<file path="src/ssp_map.svh">
`ifndef SSP_MAP_SVH
`define SSP_MAP_SVH

// address widths and in-page / in-group bit counts
`define SSP_VA_W 31
`define SSP_PA_W 34
`define SSP_PAGE_BITS 12
`define SSP_GROUP_BITS 4
`define SSP_SIZE_W 5
`define SSP_SIZE_MIN 5'h04
`define SSP_SIZE_MAX 5'h13

// group entry (doubleword) layout
`define SSP_GE_W 64
`define SSP_GE_VALID 63
`define SSP_GE_PTB_LSB 0
`define SSP_GE_PTB_W 32
`define SSP_GE_WR_LSB 32
`define SSP_GE_EX_LSB 34
`define SSP_GE_RD_LSB 36
`define SSP_GE_ACC_LSB 38
`define SSP_GE_SIZE_LSB 42

// page entry (singleword) layout
`define SSP_PE_W 32
`define SSP_PE_VALID 31
`define SSP_PE_USED 30
`define SSP_PE_MOD 29
`define SSP_PE_ACC_LSB 22
`define SSP_PE_PFN_LSB 0
`define SSP_PFN_W 22

// access field bits
`define SSP_ACC_W 4
`define SSP_ACC_WRITE 0
`define SSP_ACC_EXEC 1
`define SSP_ACC_READ 2
`define SSP_ACC_IO 3

// register word indices (address bits 4:2) and reset values
`define SSP_REG_CTRL 3'h0
`define SSP_REG_STATUS 3'h1
`define SSP_REG_BASE 3'h2
`define SSP_REG_TRAP 3'h3
`define SSP_REG_TRAP_VA 3'h4
`define SSP_CTRL_CHECK 0
`define SSP_CTRL_UPDATE 1
`define SSP_CTRL_RST 2'h3
`define SSP_TRAP_SIZE_LSB 8

`endif

</file>
<file path="src/ssp_pkg.sv">
`include "ssp_map.svh"

package ssp_pkg;

  typedef enum logic [1:0] {
    ssp_op_base,
    ssp_op_access,
    ssp_op_indirect
  } ssp_op_t;

  typedef enum logic [1:0] {
    ssp_kind_read,
    ssp_kind_write,
    ssp_kind_fetch,
    ssp_kind_xcall
  } ssp_kind_t;

  typedef enum logic [2:0] {
    ssp_trap_none,
    ssp_trap_group_absent,
    ssp_trap_descriptor_absent,
    ssp_trap_page_absent,
    ssp_trap_segment_bound,
    ssp_trap_permission
  } ssp_trap_t;

  typedef struct packed {
    logic valid;
    ssp_op_t op;
    ssp_kind_t kind;
    logic io_instr;
    logic in_dseg;
    logic [1:0] vlevel;
    logic [`SSP_VA_W-1:0] va;
    logic [`SSP_GE_W-1:0] group_entry;
    logic [`SSP_PE_W-1:0] page_entry;
    logic [`SSP_VA_W-1:0] new_base;
    logic [`SSP_SIZE_W-1:0] new_size;
  } ssp_req_t;

  typedef struct packed {
    logic valid;
    logic mark_written;
    logic [`SSP_PE_W-1:0] entry;
  } ssp_pe_upd_t;

endpackage

</file>
<file path="src/ssp_check.sv">
// Function
// - access outside its segment raises the segment-bound trap
// - same segment: skip page, group and size bits, compare the rest
// - every access must share the segment of the latest base
// - indirect pointer checked against base, then fetched pointer is new base
// - bounds checked only on real accesses, not on base setup
// - invalid group entry: absent-group or descriptor-absent trap
// - group entry page-table-base is a singleword physical address
// - write above the write ring limit is a permission trap
// - fetch above execute ring limit traps; cross-ring call is exempt
// - read above the read ring limit is a permission trap
// - invalid page entry raises the absent-page trap
// - loading a valid page into the map cache sets used
// - marking a cached page written sets modified
// - physical frame number is upper 22 physical address bits
// - permitted access is group access AND page access
// - access bits grant write, execute and read separately
// - io-only pages accept io instructions only, still under read/write bits
// - page is 4096 quarterwords, low 12 bits pick one
// - access allowed only when level is at most the ring limit; a cross-ring call skips the execute limit
`include "ssp_map.svh"

module ssp_check (
  input wire logic sys_clk_i,
  input wire logic rst_i,
  input wire ssp_pkg::ssp_req_t req_i,
  input wire ssp_pkg::ssp_pe_upd_t pe_upd_i,
  output logic res_valid_o,
  output ssp_pkg::ssp_trap_t res_trap_o,
  output logic [`SSP_PA_W-1:0] res_phys_o,
  output logic [`SSP_PA_W-1:0] res_pt_addr_o,
  output logic pe_wb_valid_o,
  output logic [`SSP_PE_W-1:0] pe_wb_o,
  input wire logic [4:0] avs_address_i,
  input wire logic avs_read_i,
  input wire logic avs_write_i,
  input wire logic [31:0] avs_writedata_i,
  input wire logic [3:0] avs_byteenable_i,
  output logic [31:0] avs_readdata_o,
  output logic avs_waitrequest_o
);
  localparam int VA_W = `SSP_VA_W;

  logic [1:0] ctrl_reg;
  logic [5:0] status_reg;
  logic [5:0] status_next;
  logic [VA_W-1:0] base_va_reg;
  logic [`SSP_SIZE_W-1:0] base_size_reg;
  logic base_valid_reg;
  ssp_pkg::ssp_trap_t last_trap_reg;
  logic [VA_W-1:0] trap_va_reg;
  logic ack_reg;
  logic bus_req;
  logic wr_fire;
  logic [2:0] reg_idx;

  logic same_seg;
  logic bound_ok;
  logic is_check;
  ssp_pkg::ssp_kind_t eff_kind;
  ssp_pkg::ssp_trap_t raw_trap;
  ssp_pkg::ssp_trap_t trap_now;

  // an indirect fetch reads the pointer word
  assign eff_kind = (req_i.op == ssp_pkg::ssp_op_indirect) ? ssp_pkg::ssp_kind_read
                                                           : req_i.kind;
  assign is_check = req_i.valid && (req_i.op != ssp_pkg::ssp_op_base);

  ssp_seg_match #(
    .VA_W(VA_W)
  ) u_seg (
    .base_i(base_va_reg),
    .addr_i(req_i.va),
    .size_i(base_size_reg),
    .same_o(same_seg)
  );

  // bound trap source
  // no base yet means nothing to compare against, so no bound trap
  assign bound_ok = same_seg || !base_valid_reg;

  ssp_perm_check u_perm (
    .ge_i(req_i.group_entry),
    .pe_i(req_i.page_entry),
    .kind_i(eff_kind),
    .vlevel_i(req_i.vlevel),
    .io_instr_i(req_i.io_instr),
    .in_dseg_i(req_i.in_dseg),
    .bound_ok_i(bound_ok),
    .trap_o(raw_trap)
  );

  // checking can be switched off by software for table bring-up
  assign trap_now = (is_check && ctrl_reg[`SSP_CTRL_CHECK]) ? raw_trap
                                                            : ssp_pkg::ssp_trap_none;

  always_ff @(posedge sys_clk_i) begin
    if (rst_i) begin
      base_va_reg <= '0;
      base_size_reg <= `SSP_SIZE_MIN;
      base_valid_reg <= 1'b0;
    end else if (req_i.valid && (req_i.op == ssp_pkg::ssp_op_base ||
                 (req_i.op == ssp_pkg::ssp_op_indirect &&
                  trap_now == ssp_pkg::ssp_trap_none))) begin
      base_va_reg <= req_i.new_base;
      base_size_reg <= req_i.new_size;
      base_valid_reg <= 1'b1;
    end
  end

  // result stage, one cycle after the request
  always_ff @(posedge sys_clk_i) begin
    if (rst_i) begin
      res_valid_o <= 1'b0;
      res_trap_o <= ssp_pkg::ssp_trap_none;
      res_phys_o <= '0;
      res_pt_addr_o <= '0;
    end else begin
      res_valid_o <= req_i.valid;
      if (req_i.valid) begin
        res_trap_o <= trap_now;
        res_phys_o <= {req_i.page_entry[`SSP_PE_PFN_LSB +: `SSP_PFN_W],
                       req_i.va[`SSP_PAGE_BITS-1:0]};
        res_pt_addr_o <= {req_i.group_entry[`SSP_GE_PTB_LSB +: `SSP_GE_PTB_W], 2'b00};
      end
    end
  end

  // used and modified flags
  // invalid entries belong to software, so they are never written back
  always_ff @(posedge sys_clk_i) begin
    if (rst_i) begin
      pe_wb_valid_o <= 1'b0;
      pe_wb_o <= '0;
    end else begin
      pe_wb_valid_o <= pe_upd_i.valid && pe_upd_i.entry[`SSP_PE_VALID] &&
                       ctrl_reg[`SSP_CTRL_UPDATE];
      if (pe_upd_i.valid) begin
        pe_wb_o <= pe_upd_i.entry;
        pe_wb_o[`SSP_PE_USED] <= 1'b1;
        pe_wb_o[`SSP_PE_MOD] <= pe_upd_i.entry[`SSP_PE_MOD] | pe_upd_i.mark_written;
      end
    end
  end

  // bus slave: one wait cycle, then the access completes
  assign bus_req = avs_read_i | avs_write_i;
  assign avs_waitrequest_o = bus_req & ~ack_reg;
  assign wr_fire = avs_write_i & ack_reg & avs_byteenable_i[0];
  assign reg_idx = avs_address_i[4:2];

  always_ff @(posedge sys_clk_i) begin
    if (rst_i) begin
      ack_reg <= 1'b0;
    end else begin
      ack_reg <= bus_req & ~ack_reg;
    end
  end

  // read data is latched in the wait cycle and stands at completion
  always_ff @(posedge sys_clk_i) begin
    if (rst_i) begin
      avs_readdata_o <= '0;
    end else if (avs_read_i && !ack_reg) begin
      case (reg_idx)
        `SSP_REG_CTRL: avs_readdata_o <= {30'h0, ctrl_reg};
        `SSP_REG_STATUS: avs_readdata_o <= {26'h0, status_reg};
        `SSP_REG_BASE: avs_readdata_o <= {base_valid_reg, base_va_reg};
        `SSP_REG_TRAP: avs_readdata_o <= {19'h0, base_size_reg, 5'h0, last_trap_reg};
        `SSP_REG_TRAP_VA: avs_readdata_o <= {1'b0, trap_va_reg};
        default: avs_readdata_o <= 32'h0;
      endcase
    end
  end

  // control bits
  always_ff @(posedge sys_clk_i) begin
    if (rst_i) begin
      ctrl_reg <= `SSP_CTRL_RST;
    end else if (wr_fire && reg_idx == `SSP_REG_CTRL) begin
      ctrl_reg <= avs_writedata_i[1:0];
    end
  end

  // sticky trap flags, write one to clear; a new trap wins over the clear
  always_comb begin
    status_next = status_reg;
    if (wr_fire && reg_idx == `SSP_REG_STATUS) begin
      status_next = status_next & ~avs_writedata_i[5:0];
    end
    if (res_valid_o && res_trap_o != ssp_pkg::ssp_trap_none) begin
      status_next[res_trap_o] = 1'b1;
    end
  end

  always_ff @(posedge sys_clk_i) begin
    if (rst_i) begin
      status_reg <= '0;
    end else begin
      status_reg <= status_next;
    end
  end

  // last trap and its address for software diagnosis
  always_ff @(posedge sys_clk_i) begin
    if (rst_i) begin
      last_trap_reg <= ssp_pkg::ssp_trap_none;
      trap_va_reg <= '0;
    end else if (req_i.valid && trap_now != ssp_pkg::ssp_trap_none) begin
      last_trap_reg <= trap_now;
      trap_va_reg <= req_i.va;
    end
  end

  logic gv;
  logic pv;
  logic [1:0] lvl;
  assign gv = req_i.group_entry[`SSP_GE_VALID];
  assign pv = req_i.page_entry[`SSP_PE_VALID];
  assign lvl = req_i.vlevel;
  // combined access bits as the rule defines them
  logic [`SSP_ACC_W-1:0] acc_all;
  assign acc_all = req_i.group_entry[`SSP_GE_ACC_LSB +: `SSP_ACC_W] &
                   req_i.page_entry[`SSP_PE_ACC_LSB +: `SSP_ACC_W];
endmodule

</file>
<file path="src/ssp_seg_match.sv">
`include "ssp_map.svh"

// same-segment test between a base address and a suspect address
module ssp_seg_match #(
  parameter int VA_W = `SSP_VA_W
) (
  input wire logic [VA_W-1:0] base_i,
  input wire logic [VA_W-1:0] addr_i,
  input wire logic [`SSP_SIZE_W-1:0] size_i,
  output logic same_o
);
  localparam int LOW = `SSP_PAGE_BITS + `SSP_GROUP_BITS;

  // the group index bits must exist above the in-group bits
  if (VA_W <= LOW || VA_W > 40) begin : g_bad_width
    $error("ssp_seg_match: VA_W out of range");
  end

  logic [VA_W-1:0] diff;

  // upper-bit compare
  // tables keep segments aligned power-of-two groups, so a mask suffices
  // size range
  for (genvar i = 0; i < VA_W; i++) begin : g_bit
    if (i < LOW) begin : g_low
      assign diff[i] = 1'b0;
    end else begin : g_up
      localparam logic [5:0] POS = 6'(i - `SSP_PAGE_BITS);
      assign diff[i] = (base_i[i] ^ addr_i[i]) & (POS >= {1'b0, size_i});
    end
  end

  assign same_o = ~|diff;
endmodule

</file>
<file path="src/ssp_perm_check.sv">
`include "ssp_map.svh"

// decodes both entries and picks one trap by fixed priority
module ssp_perm_check (
  input wire logic [`SSP_GE_W-1:0] ge_i,
  input wire logic [`SSP_PE_W-1:0] pe_i,
  input wire ssp_pkg::ssp_kind_t kind_i,
  input wire logic [1:0] vlevel_i,
  input wire logic io_instr_i,
  input wire logic in_dseg_i,
  input wire logic bound_ok_i,
  output ssp_pkg::ssp_trap_t trap_o
);
  logic [1:0] wr_lim;
  logic [1:0] ex_lim;
  logic [1:0] rd_lim;
  logic [`SSP_ACC_W-1:0] acc;
  logic ring_ok;
  logic perm_ok;

  assign acc = ge_i[`SSP_GE_ACC_LSB +: `SSP_ACC_W] & pe_i[`SSP_PE_ACC_LSB +: `SSP_ACC_W];
  assign wr_lim = ge_i[`SSP_GE_WR_LSB +: 2];
  assign ex_lim = ge_i[`SSP_GE_EX_LSB +: 2];
  assign rd_lim = ge_i[`SSP_GE_RD_LSB +: 2];

  // ring limit and permission bit per kind of access
  always_comb begin
    ring_ok = 1'b1;
    perm_ok = 1'b1;
    case (kind_i)
      ssp_pkg::ssp_kind_write: begin
        ring_ok = vlevel_i <= wr_lim;
        perm_ok = acc[`SSP_ACC_WRITE];
      end
      ssp_pkg::ssp_kind_fetch: begin
        ring_ok = vlevel_i <= ex_lim;
        perm_ok = acc[`SSP_ACC_EXEC];
      end
      ssp_pkg::ssp_kind_xcall: begin
        // gated call skips the execute ring limit only
        ring_ok = 1'b1;
        perm_ok = acc[`SSP_ACC_EXEC];
      end
      default: begin
        ring_ok = vlevel_i <= rd_lim;
        perm_ok = acc[`SSP_ACC_READ];
      end
    endcase
  end

  always_comb begin
    if (!ge_i[`SSP_GE_VALID]) begin
      trap_o = in_dseg_i ? ssp_pkg::ssp_trap_descriptor_absent
                         : ssp_pkg::ssp_trap_group_absent;
    end else if (!pe_i[`SSP_PE_VALID]) begin
      trap_o = ssp_pkg::ssp_trap_page_absent;
    end else if (!bound_ok_i) begin
      trap_o = ssp_pkg::ssp_trap_segment_bound;
    end else if (!ring_ok || !perm_ok || (acc[`SSP_ACC_IO] && !io_instr_i)) begin
      trap_o = ssp_pkg::ssp_trap_permission;
    end else begin
      trap_o = ssp_pkg::ssp_trap_none;
    end
  end
endmodule

</file>
<file path="config.mk">
export PLATFORM = sky130hd
export DESIGN_NAME = ssp_check
export DESIGN_NICKNAME = d
export VERILOG_FILES = /design/src/ssp_pkg.sv /design/src/ssp_check.sv /design/src/ssp_seg_match.sv /design/src/ssp_perm_check.sv
export VERILOG_INCLUDE_DIRS = /design/src
export SDC_FILE = /design/constraint.sdc
export NUM_CORES = 1
export LEC_CHECK = 0
export BUFFER_PORTS_ARGS = -buffer_cell sky130_fd_sc_hd__buf_4
export CAP_MARGIN = 15
export CORE_AREA = 4 4 150 152
export CTS_BUF_LIST = sky130_fd_sc_hd__clkbuf_8
export CTS_CLUSTER_DIAMETER = 150
export DETAILED_ROUTE_END_ITERATION = 10
export DIE_AREA = 0 0 154 156
export PLACE_DENSITY = 0.79
export SLEW_MARGIN = 10
export SYNTH_ARGS = -nofsm -noshare
export SYNTH_HDL_FRONTEND = slang
export SYNTH_HIERARCHICAL = 1
export SYNTH_SLANG_ARGS = --single-unit
</file>
<file path="constraint.sdc">
create_clock -name sys_clk_i -period 3.7 [get_ports sys_clk_i]
set_input_delay 0.555 -clock sys_clk_i [delete_from_list [all_inputs] [get_ports sys_clk_i]]
set_output_delay 0.555 -clock sys_clk_i [all_outputs]
set_load 0.1 [all_outputs]
</file>
# == Word-level counts from Yosys, hierarchy flattened ==
# Index checks and enable logic that the tools add are counted.
# word_totals
ff_bits,215
input_bits,251
out_inout_bits,138
elab_cells,128
# classes
n_lt_le_gt_ge,20
n_eq_ne,8
n_mux,14
bitwise_logic,40
n_reduce_logical,31
# ops
operator,n
32-bit case mux with 5 select lines,1
4-bit by 5-bit greater-or-equal comparator with 1-bit output (first input constant),8
3-bit by 5-bit greater-or-equal comparator with 1-bit output (first input constant),4
1-bit bitwise AND,18
5-bit greater-or-equal comparator (first input constant),3
3-bit two-way mux,5
15-bit OR reduction,1
1-bit bitwise XOR,15
1-bit logical AND,13
6-bit two-way mux,2
6-bit bitwise AND,1
2-bit equality test (second input constant),3
3-bit by 2-bit equality test with 1-bit output (second input constant),2
2-bit <= comparator,3
1-bit logical NOT,6
3-bit logical NOT,2
6-bit inverter,1
6-bit OR,1
3-bit nonzero test,2
4-bit bitwise AND,1
1-bit logical OR,4
3-bit by 4-bit less-than comparator with 1-bit output (second input constant),1
2-bit two-way mux,2
1-bit demux with 3-bit select,1
12 further kinds,13

# == Depth between registers and ports, before layout ==
# depth
ltp_word,17
ltp_mapped,14

# == Hierarchy ==
# The synthesis kept the hierarchy.
# modules_own_cells
module,instances,cells_per_inst,area_each_um2,seq_area_each_um2
ssp_check,1,859,8331.7,4304.1
ssp_seg_match,1,44,312.8,0.0
ssp_perm_check,1,34,227.7,0.0

# == Worst setup path before layout ==
# OpenSTA, ideal clock, no wires.
# synth_timing
path_kind,input -> register
start,in req_i[154] (netlist name)
end,reg base_va_reg[10]
setup_ps,72
arrival_ps,2820
required_time_ps,3628
path_slack_ps,808
cell_stages,13
n_path_buf,3
cell_sequence,xnor2_1 -> a211oi_1 -> nor4_1 -> nand3_1 -> a221oi_2 -> nand2b_1 -> a31oi_1 -> or3_1 -> buf_2 -> a311oi_2 -> buf_6 -> buf_12 -> mux2i_1
# synth_between
elab_chain_cells,13
# synth_lines
element,line_no,text
start: declaration,ssp_check.sv:26,"input wire ssp_pkg::ssp_req_t req_i,"
1-bit bitwise XOR,ssp_seg_match.sv:29,"assign diff[i] = (base_i[i] ^ addr_i[i]) & (POS >= {1'b0, size_i});"
1-bit bitwise AND,ssp_seg_match.sv:29,
15-bit OR reduction,ssp_seg_match.sv:33,assign same_o = ~|diff;
1-bit logical NOT,ssp_seg_match.sv:33,
net same_seg,ssp_check.sv:57,logic same_seg;
1-bit logical OR,ssp_check.sv:80,assign bound_ok = same_seg || !base_valid_reg;
net bound_ok,ssp_check.sv:58,logic bound_ok;
3-bit two-way mux,ssp_perm_check.sv:57,end else if (!bound_ok_i) begin
3-bit two-way mux,ssp_perm_check.sv:55,end else if (!pe_i[`SSP_PE_VALID]) begin
3-bit two-way mux,ssp_perm_check.sv:52,if (!ge_i[`SSP_GE_VALID]) begin
net raw_trap[2],ssp_check.sv:61,ssp_pkg::ssp_trap_t raw_trap;
3-bit two-way mux,ssp_check.sv:94,assign trap_now = (is_check && ctrl_reg[`SSP_CTRL_CHECK]) ? raw_trap
3-bit logical NOT,ssp_check.sv:104,trap_now == ssp_pkg::ssp_trap_none))) begin
1-bit logical AND,ssp_check.sv:103,(req_i.op == ssp_pkg::ssp_op_indirect &&
1-bit logical OR,ssp_check.sv:102,end else if (req_i.valid && (req_i.op == ssp_pkg::ssp_op_base ||
1-bit logical AND,ssp_check.sv:102,
end signal: assignment,ssp_check.sv:105,base_va_reg <= req_i.new_base;
end: declaration,ssp_check.sv:47,logic [VA_W-1:0] base_va_reg;
# The timed path passes the listed nets, and every way through them passes these cells.
# A chain may end at the register's enable or synchronous reset.

# == Worst setup path after layout ==
# layout_timing
start,reg base_size_reg[2]
end,reg base_va_reg[18]
# layout_between
elab_chain_cells,13
word_cells_on_any_way,41
# layout_lines
element,line_no,text
start: declaration,ssp_check.sv:48,logic [`SSP_SIZE_W-1:0] base_size_reg;
start signal: assignment,ssp_check.sv:100,base_size_reg <= `SSP_SIZE_MIN;
start signal: assignment,ssp_check.sv:106,base_size_reg <= req_i.new_size;
3-bit by 5-bit greater-or-equal comparator with 1-bit output (tied with other cells),ssp_seg_match.sv:29,
1-bit bitwise AND,ssp_seg_match.sv:29,
15-bit OR reduction (*),ssp_seg_match.sv:33,
1-bit logical NOT (*),ssp_seg_match.sv:33,
net same_seg,ssp_check.sv:57,
1-bit logical OR (*),ssp_check.sv:80,
net bound_ok,ssp_check.sv:58,
3-bit two-way mux (*),ssp_perm_check.sv:57,
3-bit two-way mux (*),ssp_perm_check.sv:55,
3-bit two-way mux (*),ssp_perm_check.sv:52,
net raw_trap[2],ssp_check.sv:61,
3-bit two-way mux (*),ssp_check.sv:94,
3-bit logical NOT (*),ssp_check.sv:104,
1-bit logical AND (*),ssp_check.sv:103,
1-bit logical OR (*),ssp_check.sv:102,
1-bit logical AND (*),ssp_check.sv:102,
# Mark *: on every way through the listed nets, which the timed path passes. The rest lies on a longest branch.

==> reports/results.ini <==
[run_status]
outcome=finished clean

[job]
maxCapViolCount=0

[timing]
finalWorstSetupSlack_ps=440
max_freq_mhz=307
setup_viol=0
slew_headroom_pct=20.5
fin_skew_ps=18.5
final.min_clock_period_ps=3260
rsz0062_at_grt=no
finalCritPeriodShare_pct=88.1
worstMarginPinSlew_ps=1190
hold_viol_final=0
slew_violations=0
tns_ps=0

[grt]
grt_pass1_vias=8132
grt_usage_pct=22.1
grt_max_degree=85
grt_overflow=0
grt_antenna_before_repair=1
grt_pass1_wl_um=43300

[floorplan]
start_util_pct=42.2
die_w_um=154
row_count=53
dieArea_sq_um=24000
top_level_ports=389
dieHeight_um=156
coreArea_sq_um=21000

[clocking]
clkSinkCount=215
cts_buffers=38
cts_setup_buffers=0
cts_resized=0
clk_pin_slew_ps=60
cts-root-buf=clkbuf_8
cts_buffer_depth=3
postCtsHoldBufs=0
cts_tree=yes
clk_latency_ps=530
htree_levels=2

[power_and_ir_drop]
internal_power_mw=3.98
power_frac_comb_pct=21.4
leakagePower_nw=5.53
power_mw=5.88
p_clk_share_pct=35.9
p_sw_mw=1.90
switching_share_pct=32.3
seqPwrFrac_pct=42.7
worst_ir_drop_vdd_v=0.000318
pwr_density_cell_nw_per_um2=483

[setup_path]
start_kind=register
crit_start=base_size_reg[2]
r2r-start=base_size_reg[2]
worstSetupPathType=register to register
cp.required_ps=4150
arrival_ps=3710
end_kind=register
cp_max_fo=37
ff2ff_path_depth=10

[hold_path]
worstHoldStart=avs_writedata_i[4]
min_path_cells=2
min_path_type=input pin to register

[final_layout]
multiInputGateArea_sq_um=4140
fin_util_pct=57.9
final-seq-area_sq_um=4300
n_fill_cell=1863
drive_gt1_share_pct=32.5
final_common_cell=buf_4
finalNetCount=1500
fin_cells=1541
largest_reg_flops=34
top_register=res_phys_o
layout_common_cells=buf_4, dfxtp_1, mux2i_1
synthToLayoutAreaGrowth_pct=37.3

[place]
portBuffers=328
placed_cells=1478
place_ws_ps=332
place_congestion=0.824
dp_hpwl_um=20200

[detailed_routing]
dr.first_iter.drc_count=387
routed_wirelength_um=28100
vias=8099
drt_first_pass_iters=5
vias_per_cell=5.26
wl_per_cell_um=18.2
drc=0
ant_nets=0

[yosys]
synth-seq-cells=215
syn_inst=937
ys.flop_type=dfxtp_1
ys_types=60
synth_warnings=6
ys_seq_area_share_pct=48.5
syn_area_sq_um=8870
avgSynthCellArea_sq_um=9.47
async_reset_ff_share_pct=0
synth-edff-count=0

-- critical path: stages (launching register included) --
cell and delay, ps:
dfxtp_1 630, a41oi_1 200, nor4_1 290, nand3_1 130, a221oi_2 260, nand2b_1 180, a31oi_1 140, or3_1 400
a311oi_4 350, buf_12 300, mux2i_1 250
-- cells in the mapped netlist, types with 7 or more instances --
cell | number | share of area, %
nor3_1 | 8 | 0.45
o2bb2ai_1 | 25 | 2.5
a21oi_1 | 55 | 3.1
mux2i_1 | 132 | 15
o21ai_0 | 33 | 1.9
nor2b_1 | 7 | 0.49
a311oi_1 | 12 | 1.2
clkbuf_1 | 53 | 2.2
dfxtp_1 | 215 | 49
inv_1 | 25 | 1.1
nor2_1 | 112 | 4.7
a22oi_1 | 25 | 2.1
nand2_1 | 86 | 3.6
nand3_1 | 26 | 1.5
buf_1 | 9 | 0.38
xnor2_1 | 11 | 1.1
mux2_2 | 10 | 1.3
-- through the flow --
| step | hold slack (ps) | area, sq um |
|---|---|---|
| floorplan | 432 | 8880 |
| global placement | 441 | 11400 |
| detailed placement | 448 | 11400 |
| CTS | 176 | 12200 |
| global route | 192 | 12200 |
| finish | 212 | 12200 |
-- power groups by stage --
stage | registers [mW] | clock network (mW) | logic, mW
4_1_cts | 2.51 | 2.17 | 1.26
3_5_place_dp | 2.56 | 0 | 1.26
3_3_place_gp | 2.55 | 0 | 1.24
6_report | 2.51 | 2.11 | 1.26
2_1_floorplan | 3.05 | 0 | 0.378
5_1_grt | 2.52 | 2.27 | 1.33
-- worst paths after layout --
check | to | slack, ps
setup / recovery | base_va_reg[18] | 440
hold / removal | status_reg[4] | 210
setup reg to reg | base_va_reg[18] | 440
hold reg to reg | base_va_reg[12] | 460
-- per-layer routing --
layer  routed length (um)  track usage [%]  vias up  part of all wire, %
met3                 2750             7.77       52                  9.8
met5                    7                0        -                0.025
met1                10800             26.0     3786                   39
met4                  691             6.56        2                  2.5
li1                     -                -     3889                    -
met2                13800             38.2      370                   49
-- kinds of logic (layout without fill, tap and decap cells) --
| group | after synthesis | after routing | synth area share [%] |
|---|---|---|---|
| adders and majority gates | 6 | 6 | 0.846 |
| muxes | 142 | 142 | 16.2 |
| AOI/OAI and AO/OA | 185 | 185 | 14.0 |
| xor gates and xnor gates | 15 | 15 | 1.48 |
| buffers and inverters | 101 | 428 | 5.15 |
| DFF | 215 | 215 | 48.5 |
| and+or+nand+nor | 272 | 272 | 13.8 |
| other | 1 | 3 | 0.0423 |
-- final cells by class --
class                      count  share of cell area [%]
tap                          275                    2.83
antenna                        1                  0.0205
clock inverter                14                   0.544
multi-input combinational    622                    34.0
sequential                   215                    35.3
inverter                      26                   0.801
timing repair buffer         340                    21.1
clock buffer                  48                    5.42
No activity file was read; power rests on OpenSTA's default activity.
